**src/hdl/sas_pkg.sv**
```systemverilog
// Constants shared by the serial read-out logic of the sampling converter
// Behaviour
// - Result shifts out on the serial pin under host clock, most significant bit first.
// - Shifted bits belong to the conversion in progress; no one-cycle latency.
// - Further host clocks after the frame resend the same result least significant first.
// - Conversion start samples the differential input, then isolates inputs until done.
// - Sampling lasts 4.5 converter clock cycles, then the converter holds.
// - Chip select falling starts a conversion and its serial transfer.
// - Serial output bits change only on falling converter clock edges.
// - After fifth falling edge: output enabled, one low bit, sixteen bits ending two zeros.
// - Chip select high tristates output, ignores clocks; restart needs high then low.
package sas_pkg;
    // ------------------------------------------------------------
    // Frame layout
    // ------------------------------------------------------------
    localparam int          DATA_W       = 14;
    localparam int          FRAME_W      = 16;
    localparam int          SYNC_STAGES  = 2;
    // ------------------------------------------------------------
    // Edge positions counted from chip select falling
    // ------------------------------------------------------------
    localparam logic [2:0]  SAMPLE_RISES = 3'h5;
    localparam logic [5:0]  NULL_FALL    = 6'h05;
    localparam logic [5:0]  MSB_FALL     = 6'h06;
    localparam logic [5:0]  REV_FALL     = 6'h16;
    localparam logic [5:0]  END_FALL     = 6'h26;
    // ------------------------------------------------------------
    // Host clock limits, kept for reference by checkers
    // ------------------------------------------------------------
    localparam int          CLK_PERIOD_NS  = 20;
    localparam int          PHASE_MIN_NS   = 400;
    localparam int          PHASE_MIN_CYC  = (PHASE_MIN_NS + CLK_PERIOD_NS - 1) / CLK_PERIOD_NS;
    localparam int          SCLK_MIN_HZ    = 24000;
    localparam int          SCLK_MAX_HZ    = 1200000;
    localparam int          CLKS_PER_CONV  = 24;
    // ------------------------------------------------------------
    // Reset values
    // ------------------------------------------------------------
    localparam logic [1:0]  BUF_CNT_RST  = 2'h0;
    typedef enum logic [1:0] {ST_IDLE, ST_SAMPLE, ST_SHIFT} sas_state_t;
endpackage

```
**src/hdl/sas_readout.sv**
```systemverilog
// Serial read-out and sample/hold control of the sampling converter
`timescale 1ns/1ns
module sas_readout #(
    parameter int DATA_W_P = sas_pkg::DATA_W
) (
    // Clock and reset
    input  wire logic                          core_clk,
    input  wire logic                          reset_n,
    // Serial pins
    input  wire logic                          cs_n,
    input  wire logic                          serial_conv_clock,
    output      logic                          dout,
    output      logic                          dout_oe,
    // Analog core side
    output      logic                          sample_en,
    output      logic                          conv_start,
    input  wire logic [sas_pkg::DATA_W-1:0]    conv_word,
    input  wire logic                          conv_valid,
    output      logic                          conv_ready
);
    import sas_pkg::*;

    initial begin
        if (DATA_W_P != DATA_W) $error("sas_readout: only the 14-bit frame is supported");
    end

    // ------------------------------------------------------------
    // Pin synchronisers
    // ------------------------------------------------------------
    logic cs_meta_reg, cs_sync_reg, cs_prev_reg;
    logic ck_meta_reg, ck_sync_reg, ck_prev_reg;
    logic cs_fall, sclk_fall, sclk_rise;

    always_ff @(posedge core_clk or negedge reset_n) begin
        if (!reset_n) begin
            cs_meta_reg <= 1'b1;
            cs_sync_reg <= 1'b1;
            cs_prev_reg <= 1'b1;
            ck_meta_reg <= 1'b0;
            ck_sync_reg <= 1'b0;
            ck_prev_reg <= 1'b0;
        end else begin
            cs_meta_reg <= cs_n;
            cs_sync_reg <= cs_meta_reg;
            cs_prev_reg <= cs_sync_reg;
            ck_meta_reg <= serial_conv_clock;
            ck_sync_reg <= ck_meta_reg;
            ck_prev_reg <= ck_sync_reg;
        end
    end

    assign cs_fall   = cs_prev_reg && !cs_sync_reg;
    assign sclk_fall = ck_prev_reg && !ck_sync_reg;
    assign sclk_rise = !ck_prev_reg && ck_sync_reg;

    // ------------------------------------------------------------
    // Result buffer
    // ------------------------------------------------------------
    logic              buf_flush, buf_pop, buf_valid;
    logic [DATA_W-1:0] buf_data;

    sas_buf2 #(.W(DATA_W)) u_buf (
        .core_clk  (core_clk),
        .reset_n   (reset_n),
        .flush     (buf_flush),
        .in_data   (conv_word),
        .in_valid  (conv_valid),
        .in_ready  (conv_ready),
        .out_data  (buf_data),
        .out_valid (buf_valid),
        .out_ready (buf_pop)
    );

    // ------------------------------------------------------------
    // Frame bit selection
    // ------------------------------------------------------------
    function automatic logic bit_at(input logic [5:0] n, input logic [DATA_W-1:0] w);
        logic [FRAME_W-1:0] fr;
        fr = {w, 2'b00};
        bit_at = 1'b0;
        if (n >= MSB_FALL && n < REV_FALL) begin
            bit_at = fr[4'(REV_FALL - 6'h01 - n)];
        end else if (n >= REV_FALL && n < END_FALL) begin
            bit_at = fr[4'(n - REV_FALL)];
        end
    endfunction

    // ------------------------------------------------------------
    // Conversion sequencer
    // ------------------------------------------------------------
    sas_state_t        state_reg, state_next;
    logic [5:0]        fall_reg, fall_next, fall_inc;
    logic [2:0]        rise_reg, rise_next;
    logic [DATA_W-1:0] word_reg, word_next;
    logic              have_reg, have_next;
    logic              dout_reg, dout_next, oe_reg, oe_next;
    logic              samp_reg, samp_next, start_reg, start_next;

    assign fall_inc = fall_reg + 6'h01;

    always_comb begin
        state_next = state_reg;
        fall_next  = fall_reg;
        rise_next  = rise_reg;
        word_next  = word_reg;
        have_next  = have_reg;
        dout_next  = dout_reg;
        oe_next    = oe_reg;
        samp_next  = samp_reg;
        start_next = 1'b0;
        buf_flush  = 1'b0;
        buf_pop    = 1'b0;
        if (cs_sync_reg) begin
            // Chip select high: tristate and ignore the clock
            state_next = ST_IDLE;
            oe_next    = 1'b0;
            dout_next  = 1'b0;
            samp_next  = 1'b0;
            fall_next  = '0;
            rise_next  = '0;
            have_next  = 1'b0;
        end else if (cs_fall) begin
            // Stale words of an aborted cycle are dropped here
            state_next = ST_SAMPLE;
            samp_next  = 1'b1;
            buf_flush  = 1'b1;
            fall_next  = '0;
            rise_next  = '0;
            have_next  = 1'b0;
        end else if (state_reg != ST_IDLE) begin
            if (state_reg == ST_SAMPLE && sclk_rise) begin
                rise_next = rise_reg + 3'h1;
                if (rise_next == SAMPLE_RISES) begin
                    samp_next  = 1'b0;
                    start_next = 1'b1;
                    state_next = ST_SHIFT;
                end
            end
            if (state_reg == ST_SHIFT && buf_valid && !have_reg) begin
                buf_pop   = 1'b1;
                word_next = buf_data;
                have_next = 1'b1;
            end
            // Output moves on falling edges only; counter saturates after the reverse copy
            if (sclk_fall && fall_reg != END_FALL) begin
                fall_next = fall_inc;
                dout_next = bit_at(fall_inc, have_next ? word_next : '0);
                if (fall_inc == NULL_FALL) begin
                    oe_next = 1'b1;
                end
            end
        end
    end

    always_ff @(posedge core_clk or negedge reset_n) begin
        if (!reset_n) begin
            state_reg <= ST_IDLE;
            fall_reg  <= '0;
            rise_reg  <= '0;
            word_reg  <= '0;
            have_reg  <= 1'b0;
            dout_reg  <= 1'b0;
            oe_reg    <= 1'b0;
            samp_reg  <= 1'b0;
            start_reg <= 1'b0;
        end else begin
            state_reg <= state_next;
            fall_reg  <= fall_next;
            rise_reg  <= rise_next;
            word_reg  <= word_next;
            have_reg  <= have_next;
            dout_reg  <= dout_next;
            oe_reg    <= oe_next;
            samp_reg  <= samp_next;
            start_reg <= start_next;
        end
    end

    assign dout       = dout_reg;
    assign dout_oe    = oe_reg;
    assign sample_en  = samp_reg;
    assign conv_start = start_reg;
endmodule

```
**src/hdl/sas_buf2.sv**
```systemverilog
// Two-entry buffer between the conversion core and the serial shifter
`timescale 1ns/1ns
module sas_buf2 #(
    parameter int W = 14
) (
    // Clock and reset
    input  wire logic         core_clk,
    input  wire logic         reset_n,
    input  wire logic         flush,
    // Filling side
    input  wire logic [W-1:0] in_data,
    input  wire logic         in_valid,
    output      logic         in_ready,
    // Draining side
    output      logic [W-1:0] out_data,
    output      logic         out_valid,
    input  wire logic         out_ready
);
    import sas_pkg::*;

    initial begin
        if (W < 1) $error("sas_buf2: width must be positive");
    end

    logic [W-1:0] mem_reg [2];
    logic [W-1:0] mem_next [2];
    logic         wp_reg, wp_next, rp_reg, rp_next;
    logic [1:0]   cnt_reg, cnt_next;
    logic         rdy_reg, rdy_next;
    logic         push, pop;

    assign push      = in_valid && in_ready;
    assign pop       = out_valid && out_ready;
    assign in_ready  = rdy_reg;
    assign out_valid = (cnt_reg != 2'h0);
    assign out_data  = mem_reg[rp_reg];

    always_comb begin
        mem_next = mem_reg;
        wp_next  = wp_reg;
        rp_next  = rp_reg;
        cnt_next = cnt_reg;
        if (flush) begin
            wp_next  = 1'b0;
            rp_next  = 1'b0;
            cnt_next = BUF_CNT_RST;
        end else begin
            if (push) begin
                mem_next[wp_reg] = in_data;
                wp_next          = ~wp_reg;
            end
            if (pop) begin
                rp_next = ~rp_reg;
            end
            cnt_next = cnt_reg + {1'b0, push} - {1'b0, pop};
        end
        // Ready is registered so the top-level port leaves a flip-flop
        rdy_next = (cnt_next != 2'h2);
    end

    always_ff @(posedge core_clk or negedge reset_n) begin
        if (!reset_n) begin
            mem_reg[0] <= '0;
            mem_reg[1] <= '0;
            wp_reg     <= 1'b0;
            rp_reg     <= 1'b0;
            cnt_reg    <= BUF_CNT_RST;
            rdy_reg    <= 1'b1;
        end else begin
            mem_reg <= mem_next;
            wp_reg  <= wp_next;
            rp_reg  <= rp_next;
            cnt_reg <= cnt_next;
            rdy_reg <= rdy_next;
        end
    end
endmodule

```
**config.mk**
```make
export PLATFORM = sky130hd
export DESIGN_NAME = sas_readout
export DESIGN_NICKNAME = d
export VERILOG_FILES = /design/src/hdl/sas_pkg.sv /design/src/hdl/sas_readout.sv /design/src/hdl/sas_buf2.sv
export SDC_FILE = /design/constraint.sdc
export NUM_CORES = 1
export LEC_CHECK = 0
export ABC_AREA = 1
export ABC_CLOCK_PERIOD_IN_PS = 2240
export BUFFER_PORTS_ARGS = -buffer_cell sky130_fd_sc_hd__buf_2
export CAP_MARGIN = 30
export CORE_UTILIZATION = 30
export CTS_BUF_LIST = sky130_fd_sc_hd__clkbuf_16
export CTS_CLUSTER_SIZE = 28
export DETAILED_ROUTE_END_ITERATION = 12
export SYNTH_ARGS = -nofsm -noshare
export SYNTH_HDL_FRONTEND = slang
export SYNTH_HIERARCHICAL = 1
export SYNTH_SLANG_ARGS = --single-unit
```
**constraint.sdc**
```tcl
create_clock -name core_clk -period 2.24 [get_ports core_clk]
set_input_delay 0.448 -clock core_clk [delete_from_list [all_inputs] [get_ports core_clk]]
set_output_delay 0.448 -clock core_clk [all_outputs]
set_load 0.03 [all_outputs]
```
* After elaboration in Yosys (flattened, before gate mapping)
Index checks and enable logic that the tools add are counted.
W data, S select, Z words.
** Cells by class
- Order comparisons :: 9
- Bitwise logic cells :: 7
- Add/sub/neg operators :: 6
- Reductions and logical operators :: 34
- Equal/unequal tests :: 7
- Mux-type cells :: 67
** Operator list (number)
- $mux W14 :: 9
- $mux W1 :: 40
- $bwmux W28 :: 1
- $mux W6 :: 4
- $demux W14 S1 :: 1
- $reduce_bool A2 Y1 :: 7
- $logic_and A1 B1 Y1 :: 12
- $mux W2 :: 6
- $mux W3 :: 4
- $reduce_bool A3 Y1 :: 4
- $lt A4 B5 Y1 const B :: 2
- $reduce_and A3 Y1 :: 3
- $bmux W1 S4 :: 2
- $add A6 B1 Y6 const B :: 1
- $eq A6 B3 Y1 const B :: 1
- $ge A6 B3 Y1 const B :: 1
- $ge A6 B5 Y1 const B :: 1
- $lt A6 B5 Y1 const B :: 1
- $lt A6 B6 Y1 const B :: 1
- $ne A6 B6 Y1 const B :: 1
- $reduce_and A2 Y1 :: 3
- $not A1 Y1 :: 5
- $ge A2 B2 Y1 const B :: 2
- $logic_not A1 Y1 :: 4
- 12 further kinds :: 14
** Storage, ports and cells
- Flip-flop bits (word level) :: 69
- Logic and storage cells :: 151
- Output and inout port bits :: 5
- Input bits :: 19

* Longest topological paths before layout
Gate-level depths: netlist of run 1.
- Depth in word-level cells :: 17
- Gate-level depth with buffers :: 16
- Depth with buffers taken out :: 15

* Cells and area by module
The synthesis of run 1 kept the hierarchy.
** Modules (own cells, without submodules)
- sas_readout :: seq. area each 879.6 sq um, area an instance 2163.3 sq um, cells an instance 286, times used 1
- sas_buf2 :: seq. area each 827.0 sq um, area an instance 1579.0 sq um, cells an instance 185, times used 1

* Worst setup path after synthesis of run 1
No wires, ideal clock.
- Path type :: reg2reg
- Start :: register fall_reg[0]
- End :: register dout_reg, in the netlist dout
- Path buffers :: 3
- Period minus slack after synthesis :: 2.081 ns
- Slack :: 0.159 ns
- Setup time :: 0.067 ns
- Data required time :: 2.173 ns
- Stages on the path, launching flop included :: 15
- Arrival :: 2.014 ns
- Cell sequence :: dfrtp_1 buf_6 clkinv_1 buf_2 ha_1 clkbuf_1 a21oi_1 nand2_1 nor2_1 nand2_1 nand2_1 inv_1 nand2_1 nand3_1 nand2_1
** Between the ends
- Word-level cells in the longest chain between the ends :: 10
- Elaborated cells on any way between the ends :: 23
- Classes of those cells :: add/sub: 3; order compare: 4; eq/ne: 1; mux: 10; reduce/logical: 5
** RTL lines
- from (decl) :: line sas_readout.sv:92 : logic [5:0] fall_reg, fall_next, fall_inc;
- from (signal assigned) :: line sas_readout.sv:168 : fall_reg <= fall_next;
- $add A6 B1 Y6 :: line sas_readout.sv:99 : assign fall_inc = fall_reg + 6'h01;
- $sub A4 B3 Y4 :: line sas_readout.sv:84 : bit_at = fr[4'(n - REV_FALL)];
- $bmux W1 S4 :: line sas_readout.sv:84
- $mux W1 (implied by the code) :: line sas_readout.sv:84
- $mux W1 :: line sas_readout.sv:83 : end else if (n >= REV_FALL && n < END_FALL) begin
- $mux W1 :: line sas_readout.sv:81 : if (n >= MSB_FALL && n < REV_FALL) begin
- $mux W1 :: line sas_readout.sv:145 : if (sclk_fall && fall_reg != END_FALL) begin
- $mux W1 :: line sas_readout.sv:130 : end else if (state_reg != ST_IDLE) begin
- $mux W1 :: line sas_readout.sv:122 : end else if (cs_fall) begin
- $mux W1 :: line sas_readout.sv:113 : if (cs_sync_reg) begin
- to (signal assigned) :: line sas_readout.sv:172 : dout_reg <= dout_next;
- to (decl) :: line sas_readout.sv:96 : logic dout_reg, dout_next, oe_reg, oe_next;
Parallel ways exist; a longest one is shown, timed or not. The select of a mux whose other input is x is not followed.
A chain may end at the register's enable or synchronous reset.

* Worst setup path after layout of run 1
- Start :: register cs_sync_reg
- End :: register u_buf.cnt_reg[1]
** Between the ends
- Word-level cells in the longest chain between the ends :: 7
- Elaborated cells on any way between the ends :: 9
- Classes of those cells :: add/sub: 1; mux: 5; reduce/logical: 3
** RTL lines
- from (decl) :: line sas_readout.sv:30 : logic cs_meta_reg, cs_sync_reg, cs_prev_reg;
- from (signal assigned) :: line sas_readout.sv:44 : cs_sync_reg <= cs_meta_reg;
- $logic_not A1 Y1 :: line sas_readout.sv:52 : assign cs_fall = cs_prev_reg && !cs_sync_reg;
- $logic_and A1 B1 Y1 :: line sas_readout.sv:52
- $mux W1 :: line sas_readout.sv:122
- $mux W1 * :: line sas_readout.sv:113
- named net buf_pop :: line sas_readout.sv:59 : logic buf_flush, buf_pop, buf_valid;
- $logic_and A1 B1 Y1 * :: line sas_buf2.sv:33 : assign pop = out_valid && out_ready;
- $sub A2 B1 Y2 * :: line sas_buf2.sv:55 : cnt_next = cnt_reg + {1'b0, push} - {1'b0, pop};
- $mux W2 * :: line sas_buf2.sv:43 : if (flush) begin
- named net u_buf.cnt_next[1] :: line sas_buf2.sv:28 : logic [1:0] cnt_reg, cnt_next;
- to (signal assigned) :: line sas_buf2.sv:73 : cnt_reg <= cnt_next;
- to (decl) :: line sas_buf2.sv:28
The timed path passes the listed nets; every way through them passes the cells marked *.

==> run summary, run 1 <==
Post-Syn Area -> 0.003742 mm^2
worst slew pin tran -> 0.7073 ns
Final Hold Violating Endpoints -> 0
GRT overflow -> 0
routed len/inst -> 12.12 um
Setup TNS Final -> 0 ns
yosys warns -> 6
commonest non-fill, non-tap cell in the layout -> nand2_1
gpl congestion -> 0.8683
min cycle time layout -> 2.061 ns
H-tree depth -> 3
worst rel slew slack -> 52.85%
crit-path max FO -> 8
Synth top area share -> 42.80%
max reg flops -> 28
WP data required -> 2.43 ns
buffer count from post-CTS setup fixing -> 0
Post-synth EDFFs -> 0
Max Root-Sink Buffers -> 2
Worst setup EP type -> register
register area share after synthesis -> 45.60%
hold_buf cts -> 0
Die W -> 113.7 um
CP arrival -> 2.25 ns
Mapped Cells -> 471
DRT antenna net count -> 0
post-synth cell types -> 34
DR pass1 iterations -> 4
clk slew on worst S/H paths -> 0.06 ns
via count -> 3,086
Tcrit/Tclk final -> 92.01%
final non-filler cell area -> 0.004337 mm^2
Ports -> 24
Main synth FF type -> dfrtp_1
Iteration-0 DRC Markers -> 200
# setup viols final -> 0
worst ir drop on vdd -> 0.5127 mV
routed vias/inst -> 4.599
global-route wire length before repair -> 14.01 mm
Post-CTS Resized -> 0
power density cells -> 1049 mW/mm^2
largest cells by area after synthesis -> dfrtp_1, nand2_1, inv_1
# DRC -> 0
most frequent cells in the layout -> nand2_1, inv_1, dfrtp_1
RSZ-0062 raised after global routing -> no
n_diodes -> 0
Max Cap Viol -> 0
FMAX -> 485.2 MHz
Synth Register Bits -> 68
clk_lat worst skew -> 0.33 ns
die height -> 113.7 um
worst slack, placed -> 0.2033 ns
hpwl dp -> 5.949 mm
root buffer cell -> clkbuf_16
fin util -> 35.95%
Core Region -> 0.01206 mm^2
Startpoint Class -> register
Area Growth Syn to Fin -> 15.88%
CP Class -> reg2reg
Worst Skew -> 0.006796 ns
CTS tree -> done
Leakage -> 2.150 nW
Synth area leader -> dfrtp_1
Starting Density -> 31.03%
dpl cell area -> 0.004019 mm^2
Final Net Count -> 525
Hold Path Class -> in2async
syn nets -> 498
# clock sinks -> 68
number of global-route vias before repair -> 2,948
initial antenna violation count -> 0
Setup WS post-layout -> 0.1789 ns
Core Rows -> 40
asr flop ratio synth -> 100.0%
largest net degree at the start of global routing -> 31
gr usage total -> 13.71%
share of cells above drive strength 1 -> 16.10%
Slew Limit Fails -> 0
Total Wirelength -> 8.131 mm
status -> finished, final reports clean
die area -> 0.01293 mm^2
CTS buffer count -> 9
syn avg cell area -> 7.946 um^2
PortBufs -> 23
==> final timing paths <==
check / start / end / slack, ns / cells after the start
worst max-delay path: cs_sync_reg / u_buf/cnt_reg[1] / 0.18 / 11
worst min-delay path: reset_n / fall_reg[1] / 0.17 / 1
worst max register to register: cs_sync_reg / u_buf/cnt_reg[1] / 0.18 / 11
worst min register to register: ck_meta_reg / ck_sync_reg / 0.35 / 0
max in group asynchronous: reset_n / dout_oe / 1.42 / 2
min in group core_clk: cs_n / cs_meta_reg / 0.22 / 1
==> per-layer routing <==
metal,up-vias,track usage (%),wire [um]
li1,1580,-,-
met3,10,2.816,216
met5,-,0,0
met2,48,21.42,3742
met4,0,5.526,129
met1,1448,18.55,4042
==> final cells by class <==
type                    count  area [um^2]
fillers                  1244         7725
flip-flops and latches     68         1707
inverters                  74        277.8
well taps                 168        210.2
clock buffers               9        225.2
clock inverters             7        92.59
multi-input cells         312         1622
repair buffers             33        202.7
==> power by group <==
group	switching [mW]	internal (mW)
logic	0.806	0.430
registers	0.183	1.62
clock network	0.535	0.970
==> worst max-delay path, stage by stage, from the launching register on <==
cell and delay (ns):
dfstp_2 0.39, nor2_1 0.38, inv_1 0.19, nor2_1 0.14, nand2_1 0.09, inv_1 0.09, ha_1 0.22, inv_1 0.05
ha_1 0.16, nand3_1 0.10, nand2_1 0.08, nor2_1 0.04
==> stage by stage <==
stage,cells,total power [mW],hold slack (ns)
floorplan,471,2.816,0.1524
global placement,655,3.028,0.3326
detailed placement,655,3.080,0.3419
CTS,671,4.606,0.1943
global route,671,4.877,0.2049
finish,671,4.550,0.1709
==> cells by family after synthesis <==
logic type               after synthesis  share of synthesized area, %
buffers and inverters                 91                         11.07
adder cells (fa/ha/maj)                8                         2.675
AO/OA/AOI/OAI                         72                         11.37
AND/OR/NAND/NOR                      227                         27.92
flip-flops                            68                         45.60
XOR/XNOR                               5                         1.371
==> synthesized netlist by cell type (2+ instances only) <==
| library cell | instances |
|---|---|
| a21oi_1 | 29 |
| buf_2 | 4 |
| buf_6 | 6 |
| clkbuf_1 | 3 |
| clkbuf_2 | 2 |
| clkinv_1 | 2 |
| dfrtp_1 | 64 |
| dfstp_2 | 4 |
| ha_1 | 8 |
| inv_1 | 70 |
| inv_2 | 2 |
| nand2_1 | 126 |
| nand2_2 | 5 |
| nand3_1 | 43 |
| nand4_1 | 29 |
| nor2_1 | 15 |
| nor3_1 | 2 |
| o21ai_0 | 14 |
| o21ai_1 | 9 |
| o21ai_2 | 15 |
| o22ai_1 | 3 |
| xor2_1 | 4 |
Note: power is estimated with default switching activity, not from simulation.
==> inputs of run 2 (changes only) <==
- ABC_CLOCK_PERIOD_IN_PS: 2240 -> 2000
- clock period: 2.24 -> 2 ns (I/O delays scaled with it)
==> run summary, run 2 (same netlist as run 1, synthesis figures left out) <==
final non-filler cell area -> 0.004476 mm^2 (was 0.004337 mm^2)
Worst Skew -> 0.004733 ns (was 0.006796 ns)
die height -> 113.7 um (unchanged)
via count -> 3,128 (was 3,086)
most frequent cells in the layout -> nand2_1, inv_1, dfrtp_1 (unchanged)
commonest non-fill, non-tap cell in the layout -> nand2_1 (unchanged)
worst slew pin tran -> 0.4335 ns (was 0.7073 ns)
max reg flops -> 28 (unchanged)
clk slew on worst S/H paths -> 0.06 ns (about the same)
CTS buffer count -> 9 (unchanged)
met3 Use GR -> 2.657% (was 2.816%)
DRT antenna net count -> 0 (unchanged)
Hold Path Class -> in2async (unchanged)
fin util -> 37.11% (was 35.95%)
DR pass1 iterations -> 4 (unchanged)
DP Cell Count -> 661 (was 655)
initial antenna violation count -> 0 (unchanged)
RSZ-0062 raised after global routing -> no (unchanged)
CTS tree -> done (unchanged)
Final Hold Violating Endpoints -> 0 (unchanged)
routed vias/inst -> 4.600 (was 4.599)
Max Cap Viol -> 0 (unchanged)
routed len/inst -> 12.05 um (was 12.12 um)
PortBufs -> 23 (unchanged)
Worst setup EP type -> register (unchanged)
Final Net Count -> 534 (was 525)
root buffer cell -> clkbuf_16 (unchanged)
total power -> 5.012 mW (was 4.550 mW)
Core Rows -> 40 (unchanged)
gr usage total -> 13.85% (was 13.71%)
CP arrival -> 2.08 ns (was 2.25 ns)
Ports -> 24 (unchanged)
CP Class -> reg2reg (unchanged)
global-route wire length before repair -> 14.29 mm (was 14.01 mm)
Tcrit/Tclk final -> 92.11% (was 92.01%)
Slew Limit Fails -> 0 (unchanged)
worst rel slew slack -> 70.79% (was 52.85%)
H-tree depth -> 3 (unchanged)
# clock sinks -> 68 (unchanged)
# DRC -> 0 (unchanged)
largest net degree at the start of global routing -> 69 (was 31)
share of cells above drive strength 1 -> 20.12% (was 16.10%)
die area -> 0.01293 mm^2 (unchanged)
met1 Resource Use GR -> 18.36% (was 18.55%)
Die W -> 113.7 um (unchanged)
Starting Density -> 31.03% (unchanged)
Worst R2R Setup Slack -> 0.16 ns (was 0.18 ns)
Finished Layout Cells -> 680 (was 671)
power density cells -> 1120 mW/mm^2 (was 1049 mW/mm^2)
Setup TNS Final -> 0 ns (unchanged)
Area Growth Syn to Fin -> 19.59% (was 15.88%)
worst ir drop on vdd -> 0.6303 mV (was 0.5127 mV)
status -> finished, final reports clean (unchanged)
gpl congestion -> 0.8290 (was 0.8683)
FMAX -> 542.8 MHz (was 485.2 MHz)
number of global-route vias before repair -> 3,049 (was 2,948)
min cycle time layout -> 1.842 ns (was 2.061 ns)
met2 Usage GRT -> 22.40% (was 21.42%)
WP data required -> 2.24 ns (was 2.43 ns)
# setup viols final -> 0 (unchanged)
Total Wirelength -> 8.195 mm (was 8.131 mm)
Max Root-Sink Buffers -> 2 (unchanged)
Iteration-0 DRC Markers -> 230 (was 200)
Core Region -> 0.01206 mm^2 (unchanged)
Startpoint Class -> register (unchanged)
clk_lat worst skew -> 0.32 ns (was 0.33 ns)
n_diodes -> 0 (unchanged)
fillcell total -> 1,208 (was 1,244)
Leakage -> 2.194 nW (was 2.150 nW)
global route hottest layer -> met2 (unchanged)
hpwl dp -> 5.777 mm (was 5.949 mm)
GRT overflow -> 0 (unchanged)
dpl cell area -> 0.004078 mm^2 (was 0.004019 mm^2)
crit-path max FO -> 6 (was 8)
-- run 2: cell type report --
cell class	instances	area, um^2	area share (%)
sequential	68	1707	38.13
multi-input combinational	312	1699	37.96
timing repair buffer	42	282.8	6.318
inverter	74	282.8	6.318
clock buffer	9	225.2	5.032
tap	168	210.2	4.697
clock inverter	7	68.82	1.538
-- run 2: where the power goes --
group / leakage (nW) / switching (mW) / internal [mW]
logic: 1.21 / 0.920 / 0.526
registers: 0.832 / 0.209 / 1.82
clock network: 0.147 / 0.577 / 0.959
-- run 2: what timing repair did --
item | 4_1_cts | 5_1_grt
hold buffers | 0 | 0
resized for setup | 0 | 15
setup buffers | 0 | 3
endpoints found under the setup margin | 0 | 4
-- run 2: worst paths after layout --
check	start	to	cells past startpoint
setup / recovery	have_reg	u_buf/in_ready	10
hold / removal	reset_n	u_buf/wp_reg	2
setup reg to reg	have_reg	u_buf/in_ready	10
hold reg to reg	cs_meta_reg	cs_sync_reg	0
max in group asynchronous	reset_n	cs_meta_reg	2
min in group core_clk	cs_n	cs_meta_reg	1
-- run 2: worst max-delay path: stages, from the launching register on --
cell and delay [ns]:
dfrtp_1 0.41, clkinv_1 0.25, nand2_8 0.16, nor2_1 0.04, nand2_1 0.08, inv_1 0.06
ha_1 0.28, inv_1 0.04, ha_1 0.26, inv_1 0.07, nand4_1 0.10
-- run 2: metrics by stage --
| stage | setup WS (ns) | hold slack, ns |
|---|---|---|
| 2_1_floorplan | 0.01240 | 0.1044 |
| 3_3_place_gp | 0.1128 | 0.3330 |
| 3_5_place_dp | 0.09265 | 0.3475 |
| 4_1_cts | 0.07647 | 0.1172 |
| 5_1_grt | 0.004186 | 0.1322 |
| 6_report | 0.1578 | 0.09067 |
-- run 2: layer usage --
layer / up-vias / part of all wire, % / routed length, um
met5: - / 0 / 0
met4: 0 / 1.5 / 119
met3: 11 / 2.9 / 235
met2: 55 / 48 / 3936
met1: 1455 / 48 / 3904
li1: 1607 / - / -
==> inputs of run 3 (changes only) <==
- SETUP_SLACK_MARGIN: not set -> 0.4
==> run summary, run 3 (same netlist as run 1, synthesis figures left out) <==
status -> finished, final reports clean (unchanged)
die area -> 0.01293 mm^2 (unchanged)
Final Hold Violating Endpoints -> 0 (unchanged)
FMAX -> 555.7 MHz (was 542.8 MHz)
CP arrival -> 2.01 ns (was 2.08 ns)
RSZ-0062 raised after global routing -> yes (was no)
H-tree depth -> 3 (unchanged)
hold_buf cts -> 0 (unchanged)
clk slew on worst S/H paths -> 0.06 ns (about the same)
power density cells -> 1093 mW/mm^2 (was 1120 mW/mm^2)
Ports -> 24 (unchanged)
Final Net Count -> 546 (was 534)
max reg flops -> 28 (unchanged)
Leakage -> 2.274 nW (was 2.194 nW)
gpl congestion -> 0.7990 (was 0.8290)
most frequent cells in the layout -> nand2_1, inv_1, dfrtp_1 (unchanged)
routed vias/inst -> 4.616 (was 4.600)
CP bufs+invs -> 4 (unchanged)
largest net degree at the start of global routing -> 69 (unchanged)
Worst R2R Path Depth -> 12 (was 10)
via count -> 3,194 (was 3,128)
routed len/inst -> 12.09 um (was 12.05 um)
initial antenna violation count -> 0 (unchanged)
DR pass1 iterations -> 4 (unchanged)
global-route wire length before repair -> 14.07 mm (was 14.29 mm)
Starting Density -> 31.03% (unchanged)
Internal Power -> 3.408 mW (was 3.306 mW)
Iteration-0 DRC Markers -> 121 (was 230)
CP Class -> reg2reg (unchanged)
Die W -> 113.7 um (unchanged)
gr usage total -> 13.63% (was 13.85%)
slowest CP cell -> dfrtp_1 (unchanged)
DRT antenna net count -> 0 (unchanged)
WP data required -> 2.21 ns (was 2.24 ns)
worst slack, placed -> 0.06416 ns (was 0.09265 ns)
CTS buffer count -> 9 (unchanged)
Switch Pwr -> 1.816 mW (was 1.706 mW)
Slew Limit Fails -> 0 (unchanged)
worst hold slack -> 0.07879 ns (was 0.09067 ns)
most used cell, CP -> nand3_1 (was inv_1)
# DRC -> 0 (unchanged)
total stage count of the critical path -> 12 (was 10)
fillcell total -> 1,210 (was 1,208)
Total Wirelength -> 8.367 mm (was 8.195 mm)
sequential power share -> 39.1% (was 40.5%)
Setup WS post-layout -> 0.2006 ns (was 0.1578 ns)
Worst setup EP type -> register (unchanged)
worst rel slew slack -> 73.94% (was 70.79%)
DP Cell Count -> 659 (was 661)
Setup TNS Final -> 0 ns (unchanged)
number of global-route vias before repair -> 3,165 (was 3,049)
Worst Skew -> 0.009171 ns (was 0.004733 ns)
worst ir drop on vdd -> 0.6141 mV (was 0.6303 mV)
hpwl dp -> 5.463 mm (was 5.777 mm)
clk_lat worst skew -> 0.33 ns (was 0.32 ns)
crit-path cells -> buf_6, clkinv_8, ha_4, ha_4, inv_4, xor2_2, inv_1, nand3_1, nand3_1, nand2_1, nand3_1, nand2_1 (was clkinv_1, nand2_8, nor2_1, nand2_1, inv_1, ha_1, inv_1, ha_1, inv_1, nand4_1)
# setup viols final -> 0 (unchanged)
crit-path max cell delay -> 0.41 ns (about the same)
total power -> 5.224 mW (was 5.012 mW)
Core Region -> 0.01206 mm^2 (unchanged)
Max Cap Viol -> 0 (unchanged)
Hold Path Class -> in2async (unchanged)
crit-path max FO -> 5 (was 6)
GRT overflow -> 0 (unchanged)
CTS tree -> done (unchanged)
Comb power frac -> 30.2% (was 28.9%)
root buffer cell -> clkbuf_16 (unchanged)
Tcrit/Tclk final -> 89.97% (was 92.11%)
commonest non-fill, non-tap cell in the layout -> nand2_1 (unchanged)
critical path's top delay family -> adder cells (unchanged)
clock group share of total power -> 30.7% (about the same)
PortBufs -> 23 (unchanged)
share of cells above drive strength 1 -> 27.10% (was 20.12%)
die height -> 113.7 um (unchanged)
register area -> 0.001712 mm^2 (was 0.001707 mm^2)
Sw Share -> 34.76% (was 34.04%)
Area Growth Syn to Fin -> 27.75% (was 19.59%)
Startpoint Class -> register (unchanged)
Finished Layout Cells -> 692 (was 680)
# clock sinks -> 68 (unchanged)
Core Rows -> 40 (unchanged)
min cycle time layout -> 1.799 ns (was 1.842 ns)
Multi-input gate area -> 0.001844 mm^2 (was 0.001699 mm^2)
worst slew pin tran -> 0.3874 ns (was 0.4335 ns)
n_diodes -> 0 (unchanged)
Max Root-Sink Buffers -> 2 (unchanged)
==> run 3: cell types whose count changed in the layout (fill, tap and decap cells not counted), moves of 4 or more <==
cell,before,now
dfrtp_1,64,60
nand2_1,125,119
buf_6,0,8
dfrtp_2,0,4
inv_1,69,61
nand2_2,5,9
ha_4,2,6
inv_2,3,11
==> run 3: cell type report <==
| class | instances | share of cell area [%] |
|---|---|---|
| Multi-Input combinational cell | 313 | 38.58 |
| Sequential cell | 68 | 35.80 |
| Timing Repair Buffer | 53 | 8.793 |
| Inverter | 74 | 6.124 |
| Clock buffer | 9 | 4.711 |
| Tap cell | 168 | 4.397 |
| Clock inverter | 7 | 1.596 |
==> run 3: path summary, 6_finish.rpt <==
kind / startpoint / to / slack, ns
max in group asynchronous: reset_n / u_buf/in_ready / 1.59
max reg2reg: fall_reg[0] / dout / 0.20
min reg2reg: cs_meta_reg / cs_sync_reg / 0.36
min: reset_n / conv_start / 0.08
min in group core_clk: cs_n / cs_meta_reg / 0.17
max: fall_reg[0] / dout / 0.20
==> run 3: per-stage QoR <==
step                      utilization [%]  instance area, um^2
after floorplan                         -                 3802
after global placement              34.19                 4124
after detailed placement            34.19                 4124
after CTS                           38.43                 4636
after global routing                39.64                 4781
final                               39.64                 4781
==> run 3: power by group through the flow <==
stage	combinational (mW)	clock (mW)	sequential [mW]
after CTS	1.51	1.65	2.02
after floorplan	1.14	0	2.03
after detailed placement	1.43	0	2.05
after global placement	1.39	0	2.03
after global routing	1.80	1.71	2.09
final	1.58	1.60	2.04
==> run 3: repair_timing <==
action / 4_1_cts / 5_1_grt
resized for setup: 28 / 29
pin swaps: 14 / 13
setup buffers: 13 / 3
endpoints found under the setup margin: 25 / 26
gates cloned: 0 / 1
==> run 3: routing by layer <==
layer / vias up / GRT usage, % / share of wire [%]
met5: - / 0 / 0
met4: 0 / 4.825 / 0.66
met2: 55 / 22.44 / 48
li1: 1627 / - / -
met3: 6 / 3.666 / 3.4
met1: 1506 / 17.23 / 48
